<file path="src/ref_front_pkg.sv">
/*
 Constants, register map and carrier types for the reference input
 front end. Assumes a single 20 MHz system clock domain.
*/
package ref_front_pkg;
  localparam logic [7:0] ADDR_TEST_CTRL = 8'h03;
  localparam logic [7:0] ADDR_INT_STATUS = 8'h06;
  localparam logic [7:0] ADDR_FREQ_A = 8'h22;
  localparam logic [7:0] ADDR_FREQ_B = 8'h23;
  localparam logic [7:0] ADDR_FREQ_C = 8'h27;
  localparam logic [7:0] ADDR_FREQ_D = 8'h28;
  localparam logic [7:0] ADDR_INPUT_SETUP = 8'h34;
  localparam logic [7:0] ADDR_DIV_LOW = 8'h46;
  localparam logic [7:0] ADDR_DIV_HIGH = 8'h47;
  localparam logic [7:0] ADDR_PHASE_SETUP = 8'h73;
  localparam logic [7:0] ADDR_PRIORITY_AB = 8'h24;
  localparam logic [7:0] ADDR_PRIORITY_CD = 8'h25;
  localparam logic [7:0] ADDR_AVAIL = 8'h0E;
  localparam logic [7:0] ADDR_BUCKET_CFG = 8'h50;
  localparam logic [7:0] ADDR_SELECT = 8'h33;

  localparam int NETTYPE_BIT = 2;
  localparam int EDGE_SEL_BIT = 2;
  localparam int REF_LOST_BIT = 6;
  localparam int PHASE_LOST_EN_BIT = 6;
  localparam int MODE_PROGRAMMABLE_DIVIDE_BIT = 7;
  localparam int MODE_EIGHT_KHZ_LOCK_BIT = 6;

  localparam logic [7:0] FREQ_RESET_LOW = 8'h02;
  localparam logic [7:0] FREQ_RESET_HIGH = 8'h04;
  localparam logic [3:0] PRIO_RESET_ONE = 4'h2;
  localparam logic [3:0] PRIO_RESET_TWO = 4'h3;
  localparam logic [3:0] PRIO_RESET_THREE = 4'h4;
  localparam logic [3:0] PRIO_RESET_FOUR = 4'h5;
  localparam logic [3:0] CHAN_ONE = 4'h3;
  localparam logic [3:0] CHAN_TWO = 4'h4;
  localparam logic [3:0] CHAN_THREE = 4'h8;
  localparam logic [3:0] CHAN_FOUR = 4'h9;
  localparam logic [13:0] PROGRAMMABLE_DIVIDE_MIN = 14'h0001;
  localparam logic [13:0] PROGRAMMABLE_DIVIDE_MAX = 14'h30D3;

  localparam longint CLK_HZ = 20000000;
  localparam longint PERIOD_MS = 128;
  localparam longint PERIOD_CYCLES = CLK_HZ * PERIOD_MS / 1000;
  localparam logic [3:0] BUCKET_SIZE = 4'h8;
  localparam logic [3:0] BUCKET_SET = 4'h6;
  localparam logic [3:0] BUCKET_CLEAR = 4'h2;
  localparam logic [15:0] MISS_LIMIT_K8 = 16'h1388;
  localparam logic [15:0] MISS_LIMIT_K4 = 16'h2710;
  localparam logic [15:0] MISS_LIMIT_K2 = 16'h4E20;
  localparam logic [15:0] MISS_LIMIT_FAST = 16'h0008;

  typedef enum logic [3:0] {
    F_2K = 4'h0, F_8K = 4'h2, F_4K = 4'h1, F_T1E1 = 4'h3, F_6M48 = 4'h5,
    F_19M44 = 4'h4, F_25M92 = 4'h6, F_38M88 = 4'h7, F_51M84 = 4'h8,
    F_77M76 = 4'h9
  } spot_t;

  typedef struct packed {
    logic programmable_divide;
    logic eight_khz_lock;
    logic [1:0] bucket;
    logic [3:0] freq;
  } freq_cfg_t;

  typedef struct packed {
    logic [7:0] addr;
    logic [7:0] wdata;
    logic wr;
    logic rd;
  } reg_req_t;
endpackage

</file>
<file path="src/ref_front.sv">
/*
 Reference input front end: four inputs, pre-dividers, activity
 monitors, fast no-activity detector and the register file.
 Reference inputs are synchronous samples of the clocks at mclk rate;
 a synchronous edge reaches the block as a one-cycle high level change.
*/
// Chosen here: the strobed register port.
`timescale 1ns/1ps
`default_nettype none
// Operation
// - Network type bit one means SONET, zero means SDH, picks the T1/E1 ratio.
// - Network type bit loads from the select pin after reset.
// - Inputs one, two default to 8 kHz; three, four to 19.44 MHz.
// - Default priorities are 2, 3, 4 and 5 for inputs one to four.
// - Inputs carry channel numbers 0011, 0100, 1000 and 1001.
// - Every input has identical settings and capabilities.
// - Direct lock compares phase at the input's own spot frequency.
// - Eight kilohertz lock divides a spot frequency down to 8 kHz.
// - Spot frequencies: 2, 4, 8 kHz, T1/E1, 6.48 to 77.76 MHz.
// - Inputs to 100 MHz; highest direct spot frequency is 77.76 MHz.
// - Edge select bit picks the reference edge in 8 kHz lock.
// - Bit seven selects programmable divide; host gives exactly 8 kHz.
// - Programmable divide is stored value plus one, value 1 to 12499.
// - One shared divisor pair serves all programmable divide inputs.
// - Programmable divide selectable per input independently.
// - Config byte: mode bits, bucket bits, frequency bits.
// - Activity always monitored; frequency only checked when clean.
// - Inactive or out-of-band inputs are unavailable for selection.
// - Anomalies fill a leaky bucket; reject at or above set threshold.
// - Non-selected anomalies only change that input's eligibility.
// - Fast detector flags two missing cycles and forces holdover.
// - Flag reads as status bit six; enable maps it to phase lost.
// - On recovery before alarms, lock resumes with nearest edge.
// - Latched lost bit clears only by a write to the status register.
// - Activity judged over 128 ms periods; one increment per bad one.
module ref_front
  import ref_front_pkg::*;
(
  input wire logic mclk,
  input wire logic rst,
  input wire logic net_select_pin,
  input wire logic [3:0] ref_in,
  input wire logic freq_out_of_band_in_unused_free,
  input wire logic [3:0] freq_out_of_band,
  input wire logic [7:0] reg_addr,
  input wire logic [7:0] reg_wdata,
  input wire logic reg_wr,
  input wire logic reg_rd,
  output logic [7:0] reg_rdata,
  output logic [3:0] div_ref_out,
  output logic [3:0] ref_available,
  output logic holdover,
  output logic phase_lost,
  output logic [3:0] selected_chan
);
  typedef enum logic [1:0] {
    PLL_FREE = 2'b00, PLL_LOCKED = 2'b01, PLL_HOLD = 2'b10
  } pll_state_t;

  reg_req_t req;
  assign req = '{addr: reg_addr, wdata: reg_wdata, wr: reg_wr, rd: reg_rd};

  freq_cfg_t cfg_q [4];
  freq_cfg_t cfg_d [4];
  logic [3:0] prio_q [4];
  logic [3:0] prio_d [4];
  logic [7:0] test_q, test_d, setup_q, setup_d, phs_q, phs_d;
  logic [13:0] programmable_divide_q, programmable_divide_d;
  logic [1:0] sel_q, sel_d;
  logic lost_q, lost_d, strap_done_q, strap_done_d;
  logic [7:0] rdata_d;
  logic [15:0] dcnt_q [4];
  logic [15:0] dcnt_d [4];
  logic [3:0] dout_q, dout_d, prev_q, prev_d;
  logic [15:0] gap_q [4];
  logic [15:0] gap_d [4];
  logic [3:0] irr_q, irr_d, alarm_q, alarm_d, avail_d;
  logic [3:0] bkt_q [4];
  logic [3:0] bkt_d [4];
  logic [22:0] per_q, per_d;
  logic [15:0] fgap_q, fgap_d;
  pll_state_t pll_q, pll_d;
  logic [3:0] chan_d;

  // Division ratio to 8 kHz for each spot frequency from 8 kHz up, minus one.
  function automatic logic [15:0] eight_khz_lock_div(input logic [3:0] f,
                                             input logic sonet);
    case (f)
      F_2K, F_4K, F_8K: eight_khz_lock_div = 16'h0000;
      F_T1E1: eight_khz_lock_div = sonet ? 16'h00C0 : 16'h00FF;
      F_6M48: eight_khz_lock_div = 16'h0329;
      F_19M44: eight_khz_lock_div = 16'h097D;
      F_25M92: eight_khz_lock_div = 16'h0CA7;
      F_38M88: eight_khz_lock_div = 16'h12FB;
      F_51M84: eight_khz_lock_div = 16'h194F;
      F_77M76: eight_khz_lock_div = 16'h25F7;
      default: eight_khz_lock_div = 16'h0000;
    endcase
  endfunction

  function automatic logic [15:0] miss_limit(input logic [3:0] f);
    case (f)
      F_2K: miss_limit = MISS_LIMIT_K2;
      F_4K: miss_limit = MISS_LIMIT_K4;
      F_8K: miss_limit = MISS_LIMIT_K8;
      default: miss_limit = MISS_LIMIT_FAST;
    endcase
  endfunction

  function automatic logic [1:0] reg_index(input logic [7:0] a);
    case (a)
      ADDR_FREQ_B: reg_index = 2'd1;
      ADDR_FREQ_C: reg_index = 2'd2;
      ADDR_FREQ_D: reg_index = 2'd3;
      default: reg_index = 2'd0;
    endcase
  endfunction

  // Register file; the lost bit is set by hardware with priority.
  always_comb begin
    cfg_d = cfg_q;
    prio_d = prio_q;
    test_d = test_q;
    setup_d = setup_q;
    phs_d = phs_q;
    programmable_divide_d = programmable_divide_q;
    sel_d = sel_q;
    lost_d = lost_q;
    strap_done_d = 1'b1;
    rdata_d = 8'h00;
    if (!strap_done_q) begin
      setup_d[NETTYPE_BIT] = net_select_pin;
    end
    if (req.wr) begin
      case (req.addr)
        ADDR_TEST_CTRL: test_d = req.wdata;
        ADDR_INT_STATUS: lost_d = 1'b0;
        ADDR_FREQ_A, ADDR_FREQ_B, ADDR_FREQ_C, ADDR_FREQ_D:
          cfg_d[reg_index(req.addr)] = req.wdata;
        ADDR_INPUT_SETUP: setup_d = req.wdata;
        ADDR_DIV_LOW: programmable_divide_d[7:0] = req.wdata;
        ADDR_DIV_HIGH: programmable_divide_d[13:8] = req.wdata[5:0];
        ADDR_PHASE_SETUP: phs_d = req.wdata;
        ADDR_PRIORITY_AB: begin
          prio_d[0] = req.wdata[3:0];
          prio_d[1] = req.wdata[7:4];
        end
        ADDR_PRIORITY_CD: begin
          prio_d[2] = req.wdata[3:0];
          prio_d[3] = req.wdata[7:4];
        end
        ADDR_SELECT: sel_d = req.wdata[1:0];
        default: ;
      endcase
    end
    if (fgap_d >= miss_limit(cfg_q[sel_q].freq) && pll_q == PLL_LOCKED) begin
      lost_d = 1'b1;
    end
    if (req.rd) begin
      case (req.addr)
        ADDR_TEST_CTRL: rdata_d = test_q;
        ADDR_INT_STATUS: rdata_d = {1'b0, lost_q, 6'h00};
        ADDR_FREQ_A, ADDR_FREQ_B, ADDR_FREQ_C, ADDR_FREQ_D:
          rdata_d = cfg_q[reg_index(req.addr)];
        ADDR_INPUT_SETUP: rdata_d = setup_q;
        ADDR_DIV_LOW: rdata_d = programmable_divide_q[7:0];
        ADDR_DIV_HIGH: rdata_d = {2'b00, programmable_divide_q[13:8]};
        ADDR_PHASE_SETUP: rdata_d = phs_q;
        ADDR_PRIORITY_AB: rdata_d = {prio_q[1], prio_q[0]};
        ADDR_PRIORITY_CD: rdata_d = {prio_q[3], prio_q[2]};
        ADDR_AVAIL: rdata_d = {alarm_q, avail_d};
        ADDR_SELECT: rdata_d = {6'h00, sel_q};
        ADDR_BUCKET_CFG: rdata_d = {bkt_q[sel_q], 2'b00, pll_q};
        default: rdata_d = 8'h00;
      endcase
    end
  end

  always_ff @(posedge mclk or posedge rst) begin
    if (rst) begin
      cfg_q[0] <= FREQ_RESET_LOW;
      cfg_q[1] <= FREQ_RESET_LOW;
      cfg_q[2] <= FREQ_RESET_HIGH;
      cfg_q[3] <= FREQ_RESET_HIGH;
      prio_q[0] <= PRIO_RESET_ONE;
      prio_q[1] <= PRIO_RESET_TWO;
      prio_q[2] <= PRIO_RESET_THREE;
      prio_q[3] <= PRIO_RESET_FOUR;
      test_q <= 8'h00;
      setup_q <= 8'h00;
      phs_q <= 8'h00;
      programmable_divide_q <= PROGRAMMABLE_DIVIDE_MIN;
      sel_q <= 2'b00;
      lost_q <= 1'b0;
      strap_done_q <= 1'b0;
      reg_rdata <= 8'h00;
    end else begin
      cfg_q <= cfg_d;
      prio_q <= prio_d;
      test_q <= test_d;
      setup_q <= setup_d;
      phs_q <= phs_d;
      programmable_divide_q <= programmable_divide_d;
      sel_q <= sel_d;
      lost_q <= lost_d;
      strap_done_q <= strap_done_d;
      reg_rdata <= rdata_d;
    end
  end

  // Pre-dividers, activity monitors and leaky buckets per input.
  always_comb begin
    logic [15:0] lim;
    logic rise;
    lim = 16'h0000;
    rise = 1'b0;
    per_d = (per_q == 23'(PERIOD_CYCLES - 1)) ? 23'h000000 : per_q + 23'h1;
    for (int i = 0; i < 4; i++) begin
      prev_d[i] = ref_in[i];
      // picks the edge used in 8 kHz lock.
      rise = (cfg_q[i].eight_khz_lock && test_q[EDGE_SEL_BIT]) ?
             (prev_q[i] && !ref_in[i]) : (!prev_q[i] && ref_in[i]);
      if (cfg_q[i].programmable_divide) begin
        lim = {2'b00, (programmable_divide_q < PROGRAMMABLE_DIVIDE_MIN) ? PROGRAMMABLE_DIVIDE_MIN :
               (programmable_divide_q > PROGRAMMABLE_DIVIDE_MAX) ? PROGRAMMABLE_DIVIDE_MAX : programmable_divide_q};
      end else if (cfg_q[i].eight_khz_lock) begin
        lim = eight_khz_lock_div(cfg_q[i].freq, setup_q[NETTYPE_BIT]);
      end else begin
        lim = 16'h0000;
      end
      dcnt_d[i] = dcnt_q[i];
      dout_d[i] = dout_q[i];
      if (rise) begin
        if (dcnt_q[i] >= lim) begin
          dcnt_d[i] = 16'h0000;
          dout_d[i] = ~dout_q[i];
        end else begin
          dcnt_d[i] = dcnt_q[i] + 16'h1;
        end
      end
      gap_d[i] = rise ? 16'h0000 :
                 (gap_q[i] == 16'hFFFF ? gap_q[i] : gap_q[i] + 16'h1);
      irr_d[i] = (per_q == 23'h000000) ? 1'b0 : irr_q[i];
      if (gap_q[i] >= miss_limit(cfg_q[i].freq)) begin
        irr_d[i] = 1'b1;
      end
      bkt_d[i] = bkt_q[i];
      if (per_q == 23'(PERIOD_CYCLES - 1)) begin
        if (irr_q[i] && bkt_q[i] < BUCKET_SIZE) begin
          bkt_d[i] = bkt_q[i] + 4'h1;
        end else if (!irr_q[i] && bkt_q[i] != 4'h0) begin
          bkt_d[i] = bkt_q[i] - 4'h1;
        end
      end
      alarm_d[i] = alarm_q[i];
      if (bkt_q[i] >= BUCKET_SET) begin
        alarm_d[i] = 1'b1;
      end else if (bkt_q[i] <= BUCKET_CLEAR) begin
        alarm_d[i] = 1'b0;
      end
      // Frequency result only counts while activity is clean.
      avail_d[i] = !alarm_q[i] &&
                   !(freq_out_of_band[i] && !irr_q[i]);
    end
  end

  // Fast no-activity detector on the selected input.
  always_comb begin
    fgap_d = gap_d[sel_q];
    pll_d = pll_q;
    case (pll_q)
      PLL_FREE: if (avail_d[sel_q]) pll_d = PLL_LOCKED;
      PLL_LOCKED: if (fgap_d >= miss_limit(cfg_q[sel_q].freq))
        pll_d = PLL_HOLD;
      PLL_HOLD: begin
        if (!avail_d[sel_q]) begin
          pll_d = PLL_FREE;
        end else if (fgap_d == 16'h0000) begin
          pll_d = PLL_LOCKED;
        end
      end
      default: pll_d = PLL_FREE;
    endcase
    case (sel_q)
      2'd0: chan_d = CHAN_ONE;
      2'd1: chan_d = CHAN_TWO;
      2'd2: chan_d = CHAN_THREE;
      default: chan_d = CHAN_FOUR;
    endcase
  end

  always_ff @(posedge mclk or posedge rst) begin
    if (rst) begin
      for (int i = 0; i < 4; i++) begin
        dcnt_q[i] <= 16'h0000;
        gap_q[i] <= 16'h0000;
        bkt_q[i] <= 4'h0;
      end
      dout_q <= 4'h0;
      prev_q <= 4'h0;
      irr_q <= 4'h0;
      alarm_q <= 4'h0;
      per_q <= 23'h000000;
      fgap_q <= 16'h0000;
      pll_q <= PLL_FREE;
      div_ref_out <= 4'h0;
      ref_available <= 4'h0;
      holdover <= 1'b0;
      phase_lost <= 1'b0;
      selected_chan <= CHAN_ONE;
    end else begin
      dcnt_q <= dcnt_d;
      gap_q <= gap_d;
      bkt_q <= bkt_d;
      dout_q <= dout_d;
      prev_q <= prev_d;
      irr_q <= irr_d;
      alarm_q <= alarm_d;
      per_q <= per_d;
      fgap_q <= fgap_d;
      pll_q <= pll_d;
      div_ref_out <= dout_d;
      ref_available <= avail_d;
      holdover <= (pll_d == PLL_HOLD);
      phase_lost <= lost_d && phs_q[PHASE_LOST_EN_BIT];
      selected_chan <= chan_d;
    end
  end

  a_lost_sticky: assert property (@(posedge mclk) disable iff (rst)
    $fell(lost_q) |-> $past(req.wr && req.addr == ADDR_INT_STATUS))
    else $error("lost flag cleared without status write");
  a_hold_on_miss: assert property (@(posedge mclk) disable iff (rst)
    (pll_q == PLL_LOCKED && fgap_d >= miss_limit(cfg_q[sel_q].freq))
    |=> holdover && lost_q)
    else $error("missing reference did not force holdover");
  a_avail_alarm: assert property (@(posedge mclk) disable iff (rst)
    alarm_q[0] |=> !ref_available[0])
    else $error("alarmed input left available");
  a_oob_unavail: assert property (@(posedge mclk) disable iff (rst)
    (freq_out_of_band[2] && !irr_q[2]) |=> !ref_available[2])
    else $error("out of band input left available");
  a_hold_release: assert property (@(posedge mclk) disable iff (rst)
    (pll_q == PLL_HOLD && avail_d[sel_q] && fgap_d == 16'h0000)
    |=> !holdover && pll_q == PLL_LOCKED)
    else $error("recovered input did not resume lock");
  a_bucket_cap: assert property (@(posedge mclk) disable iff (rst)
    bkt_q[0] <= BUCKET_SIZE)
    else $error("bucket above its size");
  a_bucket_step: assert property (@(posedge mclk) disable iff (rst)
    (per_q != 23'(PERIOD_CYCLES - 1)) |=> $stable(bkt_q[1]))
    else $error("bucket moved outside a period end");
  a_read_latency: assert property (@(posedge mclk) disable iff (rst)
    (req.rd && req.addr == ADDR_DIV_LOW) ##1 !$past(req.wr)
    |-> reg_rdata == programmable_divide_q[7:0])
    else $error("divisor low byte read wrong");
  a_phase_map: assert property (@(posedge mclk) disable iff (rst)
    phase_lost |-> $past(phs_q[PHASE_LOST_EN_BIT]))
    else $error("phase lost without enable");
  a_chan_code: assert property (@(posedge mclk) disable iff (rst)
    (sel_q == 2'd2) |=> selected_chan == CHAN_THREE || $changed(sel_q))
    else $error("channel number wrong");
  a_direct_div: assert property (@(posedge mclk) disable iff (rst)
    (!cfg_q[0].programmable_divide && !cfg_q[0].eight_khz_lock && !prev_q[0] && ref_in[0]
     && $stable(cfg_q[0])) |=> dout_q[0] != $past(dout_q[0]))
    else $error("direct mode divided the input");
  c_holdover: cover property (@(posedge mclk) disable iff (rst)
    pll_q == PLL_HOLD ##1 pll_q == PLL_LOCKED);
  c_alarm: cover property (@(posedge mclk) disable iff (rst) $rose(alarm_q[0]));
  c_programmable_divide: cover property (@(posedge mclk) disable iff (rst)
    cfg_q[1].programmable_divide && $changed(dout_q[1]));
endmodule // ref_front
`default_nettype wire

</file>
<file path="config.mk">
export PLATFORM = sky130hd
export DESIGN_NAME = ref_front
export DESIGN_NICKNAME = d
export VERILOG_FILES = /design/src/ref_front_pkg.sv /design/src/ref_front.sv
export SDC_FILE = /design/constraint.sdc
export NUM_CORES = 1
export LEC_CHECK = 0
export ABC_AREA = 0
export BUFFER_PORTS_ARGS = -buffer_cell sky130_fd_sc_hd__buf_2
export CAP_MARGIN = 20
export CORE_UTILIZATION = 60
export CTS_CLUSTER_SIZE = 24
export DETAILED_ROUTE_END_ITERATION = 7
export GPL_ROUTABILITY_DRIVEN = 0
export GPL_TIMING_DRIVEN = 0
export PLACE_DENSITY = 0.86
export SLEW_MARGIN = 20
export SYNTH_ARGS = -nofsm -noshare
export SYNTH_HDL_FRONTEND = slang
export SYNTH_SLANG_ARGS = --single-unit
</file>
<file path="constraint.sdc">
create_clock -name mclk -period 10.9 [get_ports mclk]
set_input_delay 0.545 -clock mclk [delete_from_list [all_inputs] [get_ports mclk]]
set_output_delay 0.545 -clock mclk [all_outputs]
set_load 0.1 [all_outputs]
</file>
Word-level counts from Yosys, hierarchy flattened

Index checks and enable logic that the tools add are counted.

Flip-flop bits (word level): 293
Latch bits: 0
Bits in writable memories: 0
ROM bits: 0
Logic and storage cells: 365
Memories: 0

$add $sub $neg: 17
$mul: 0
Divide/modulo/power cells: 0
Magnitude comparators: 29
Eq/ne operators: 63
Shift-type cells: 0
Muxes and demuxes: 94
Bitwise operators: 7
Reductions and logical operators: 94

Operators by type and width:

| operator                | number |
|---|---|
| $pmux W14 S7            | 4 |
| $mux W16                | 23 |
| $pmux W15 S3            | 5 |
| $ge A16 B16 Y1          | 10 |
| $add A16 B1 Y16 const B | 8 |
| $pmux W8 S12            | 1 |
| $eq A16 B16 Y1 const B  | 4 |
| $eq A4 B3 Y1 const B    | 16 |
| $eq A8 B6 Y1 const B    | 8 |
| $mux W4                 | 12 |
| $eq A4 B2 Y1 const B    | 9 |
| $reduce_and A2 Y1       | 17 |
| $bmux W16 S2            | 1 |
| $bmux W8 S2             | 2 |
| $bwmux W32              | 1 |
| $eq A4 B4 Y1 const B    | 8 |
| $eq A8 B7 Y1 const B    | 4 |
| $mux W8                 | 4 |
| $logic_and A1 B1 Y1     | 31 |
| $mux W14                | 2 |
| $reduce_bool A2 Y1      | 12 |
| $add A23 B1 Y23 const B | 1 |
| $eq A23 B22 Y1 const B  | 1 |
| $logic_not A23 Y1       | 1 |
| 34 further kinds        | 119 |

Logic depth before layout (Yosys ltp)

Depth in word-level cells: 12
Depth in mapped cells: 18
Gate-level depth less buffers: 16

Least setup slack after synthesis

OpenSTA, ideal clock, no wires.

Path kind: reg2reg
Start point: register programmable_divide_q[8]
End point: register dcnt_q[37] (netlist name)
Library setup time: 0.072 ns
Arrival time: 3.500 ns
Setup slack: 7.328 ns
Cell stages (with the launch flop): 16
Period minus slack after synthesis: 3.572 ns
Path through: dfrtp_1 nor4_1 a21oi_1 a311oi_1 o21ai_0 ha_1 nand2b_1 a21o_1 a21o_1 a211oi_1 o21bai_1 a2111oi_0 o21ai_0 and2_1 clkbuf_1 nor2_1

Longest elaborated chain between the ends: 6
Elaborated cells between the ends (all ways): 7
Those cells by class: order compare: 3; mux: 4

Ends and longest elaborated chain:

| item                   | line             | RTL |
|---|---|---|
| from (decl)            | ref_front.sv:68  | `logic [13:0] programmable_divide_q, programmable_divide_d;` |
| from (signal assigned) | ref_front.sv:203 | `programmable_divide_q <= programmable_divide_d;` |
| $gt A14 B14 Y1         | ref_front.sv:225 | `(programmable_divide_q > PROGRAMMABLE_DIVIDE_MAX) ? PROGRAMMABLE_DIVIDE_MAX : programmable_divide_q};` |
| $mux W14               | ref_front.sv:225 |  |
| $mux W14 (*)           | ref_front.sv:224 | `lim = {2'b00, (programmable_divide_q < PROGRAMMABLE_DIVIDE_MIN) ? PROGRAMMABLE_DIVIDE_MIN :` |
| $mux W16 (*)           | ref_front.sv:223 | `if (cfg_q[i].programmable_divide) begin` |
| $ge A16 B16 Y1 (*)     | ref_front.sv:234 | `if (dcnt_q[i] >= lim) begin` |
| $mux W16 (*)           | ref_front.sv:234 |  |
| to (signal assigned)   | ref_front.sv:312 | `dcnt_q <= dcnt_d;` |
| to (decl)              | ref_front.sv:72  | `logic [15:0] dcnt_q [4];` |

Mark *: on every way between the ends. The rest lies on a longest branch, timed or not.
A chain may end at the register's enable or synchronous reset.

==> metrics.txt <==
post-synthesis mux area share=roughly 8.0%; switching pwr=877.1 µW; Compound-Gate Fraction of Synth Area=about 16%; Pwr Total=just under 3 mW; async set-reset flop share out of synthesis=100.0%; Final Max Tran Viols=0; measured slew at the worst slew-check pin=1.167 ns; CTS root buffer=clkbuf_16; number of global-route vias before repair=16390; RSZ-0062 raised after global routing=false; fin nets=between 2000 and 2500; P_int=2.012 mW; Post-Synth XOR/XNOR Area=4.782%; largest family of logic cells by synthesized area=simple AND/OR/NAND/NOR gates; area growth from synthesis to layout=9.845%; beginning of the critical path=test_q[2]; Fill cells=2338; outcome=complete, but fails checks; DRC=7; post_cts resized=0; CTS tree=built; leakage power=~9.7 nW; Max Buffers Root-to-Sink=3; Simple-Gate Fraction of Synth Area=19.90%; Mapped Nets=about 2200; syn avg cell area=between 9 and 10 µm²; total track usage=32.61%; critical path type=reg2reg; Clock power frac=between 30% and 40%; synthesized area=19230 µm²; violated checks=design-rule violations; Starting Density=60.94%; Seq/Total Area, Yosys=38.21%; drt first pass iters=8; ys flop type=dfrtp_1; num rows=65; detailed-route vias per instance=6.761; remaining antenna violation count=0; min Tclk post-route=around 4.8 ns; startpoint types=flop; skew final=0.01499 ns; pwr/cell area=~140 nW/µm²; clk_lat worst skew=0.57 ns; sequential fraction of design power=42.4%; Num Clock Sinks=between 200 and 300; WP data required=11.30 ns; worst-path maximum fanout=10; slew margin rel.=21.97%; Yosys warning total=0; die area=32770 µm²; fmax=0.2100 GHz; Post-DP HPWL=~39000 µm; maxcap violations=0; HP Class=in2async; postcts setup bufs=0; CP Capture Type=flop; CTS Hold Bufs=0; final number of setup-violating endpoints=0; Unique masters post-synth=90; ratio of cells with drive above 1 in the final layout=13.17%; Port Buffers=47; largest net degree at the start of global routing=114; Synth Area in Adders=approximately a tenth; H-Tree Depth=1; EDFF count, synth=0; RR Startpoint=test_q[2]; wire per inst=between 20 and 25 µm; arrival time worst endpoint=5.16 ns; n_diodes=0; core area=around 32000 µm²; Net Sw Frac=30.36%; combinational share of power=18.5%; total wire length=roughly 54000 µm; setup TNS=0 ns; Peak VDD IR=0.0001445 V; I/O pin cnt=52; #FFs+latches synth=293; Num CTS Buffers=30; final hold violation count=0; CTS clock-pin slew for the worst setup and hold paths=0.06 ns; GRT Residual Overflow=0; fin crit share=43.69%; first-pass GRT wire length=86040 µm; cells after synthesis=2000; Die Wd=between 150 and 200 µm; initial antenna violation count=1; Die Y=181.0 µm; Via Count=between 15000 and 20000; initial DRC count=2120
-- synth_stat cells, types with 14 or more instances --
library cell,number,area (µm²)
o21ai_0,99,495.5
a222oi_1,17,170.2
nor2b_1,44,275.3
ha_1,137,1714
and4_1,14,122.6
a31oi_1,22,137.6
clkbuf_1,63,236.5
dfrtp_1,280,7007
nor4_1,19,118.9
xor2_1,43,376.6
a21o_1,37,277.8
a211oi_1,21,157.7
and2_1,19,118.9
nor2_1,190,713.2
nand3_1,68,340.3
nand2_1,150,563.0
mux2_2,103,1160
inv_1,72,270.3
xnor2_1,62,543.0
o211ai_1,16,120.1
nand2b_1,34,212.7
nor3_1,48,240.2
and3_1,24,150.1
nand4_1,36,225.2
a22oi_1,35,262.8
a21oi_1,86,430.4
-- worst max-delay path, stage by stage, from the launching register on --
cell       delay (ns)
dfrtp_1          0.36
clkbuf_1         0.34
and2_1           0.31
o21ai_1          0.52
clkbuf_1         0.65
nor2_1           0.18
mux4_1           0.62
ha_1             0.36
o21ai_0          0.09
nand2b_1         0.11
or4_1            0.41
o2111ai_1        0.09
nand3_1          0.19
nand3b_1         0.20
o21ai_0          0.16
-- layer usage --
metal | wire length, µm | track usage [%] | vias up
li1 | - | - | 7558
met2 | 24080 | 51.06 | 1000
met3 | 5029 | 6.491 | 238
met4 | 3216 | 17.76 | 0
met1 | 21250 | 42.72 | 8148
met5 | 0 | 0 | -
-- logic make-up after synthesis --
family | Yosys count
xor+xnor | 105
other cells | 1
compound gates | 457
mux | 125
buf+inv | 155
fa+ha+maj | 141
simple gates | 723
flops | 293
-- per-stage QoR --
stage | worst slack, ns | hold WS, ns | utilization (%) | std cells | cell area (µm²)
6_report | 6.138 | 0.03277 | 66.94 | 2506 | 21120
5_1_grt | 5.851 | 0.07768 | 66.94 | 2506 | 21120
4_1_cts | 6.311 | 0.05075 | 66.94 | 2506 | 21120
3_5_place_dp | 6.352 | 0.4589 | 63.50 | 2451 | 20040
3_3_place_gp | -0.6952 | 0.4513 | 63.28 | 2449 | 19970
2_1_floorplan | 2.286 | 0.4431 | - | 2000 | 19230
-- worst paths after layout --
path	cells after the start	slack (ns)	endpoint
min reg2reg	1	0.46	dout_q[3]
max reg2reg	14	6.14	holdover
min in group mclk	1	0.10	prev_q[2]
max in group asynchronous	3	9.92	prio_q[6]
max	14	6.14	holdover
min	2	0.03	gap_q[50]
-- power by group through the flow --
| stage | combinational, mW | clock (mW) | sequential [mW] |
|---|---|---|---|
| after global routing | 0.580 | 1.18 | 1.23 |
| final | 0.534 | 1.13 | 1.23 |
| after global placement | 0.491 | 0 | 1.24 |
| after CTS | 0.522 | 1.14 | 1.22 |
| after detailed placement | 0.516 | 0 | 1.24 |
| after floorplan | 0.316 | 0 | 1.29 |
-- placed cells by master (no fill, tap or decap), drive strengths merged, types with 10 or more instances in the layout --
master  instances
dfstp          13
nor4           24
buf            59
or3            14
dfrtp         280
nand2         150
a21o           40
nor3           48
ha            137
nor2b          44
xnor2          62
and3           25
o21a           11
nand4          45
a21oi          87
mux2i          10
inv            72
o211ai         17
or4            11
o21ai         101
mux4           12
a222oi         17
nor2          190
a31oi          22
a22oi          35
mux2          103
nand3          68
nand2b         34
and4           15
clkbuf        115
and2           19
xor2           43
a211oi         22
-- state kept, by name, indices dropped and copies added (netlist names), 2 cells and up --
register	cells
dcnt_q	64
gap_q	64
cfg_q	32
per_q	23
bkt_q	16
prio_q	16
programmable_divide_q	14
phs_q	8
reg_rdata	8
setup_q	8
test_q	8
alarm_q	4
dout_q	4
irr_q	4
prev_q	4
ref_available	4
selected_chan	4
pll_q	2
sel_q	2
-- area by class of cell --
class	instances	area (µm²)	area share [%]
multi-input combinational	1552	11220	53.13
sequential	293	7348	34.79
clock buffer	44	904.6	4.283
tap	402	503.0	2.381
buffer	81	389.1	1.842
timing repair buffer	49	290.3	1.374
inverter	74	285.3	1.351
clock inverter	11	180.2	0.8530
Note: power is estimated with default switching activity, not from simulation.
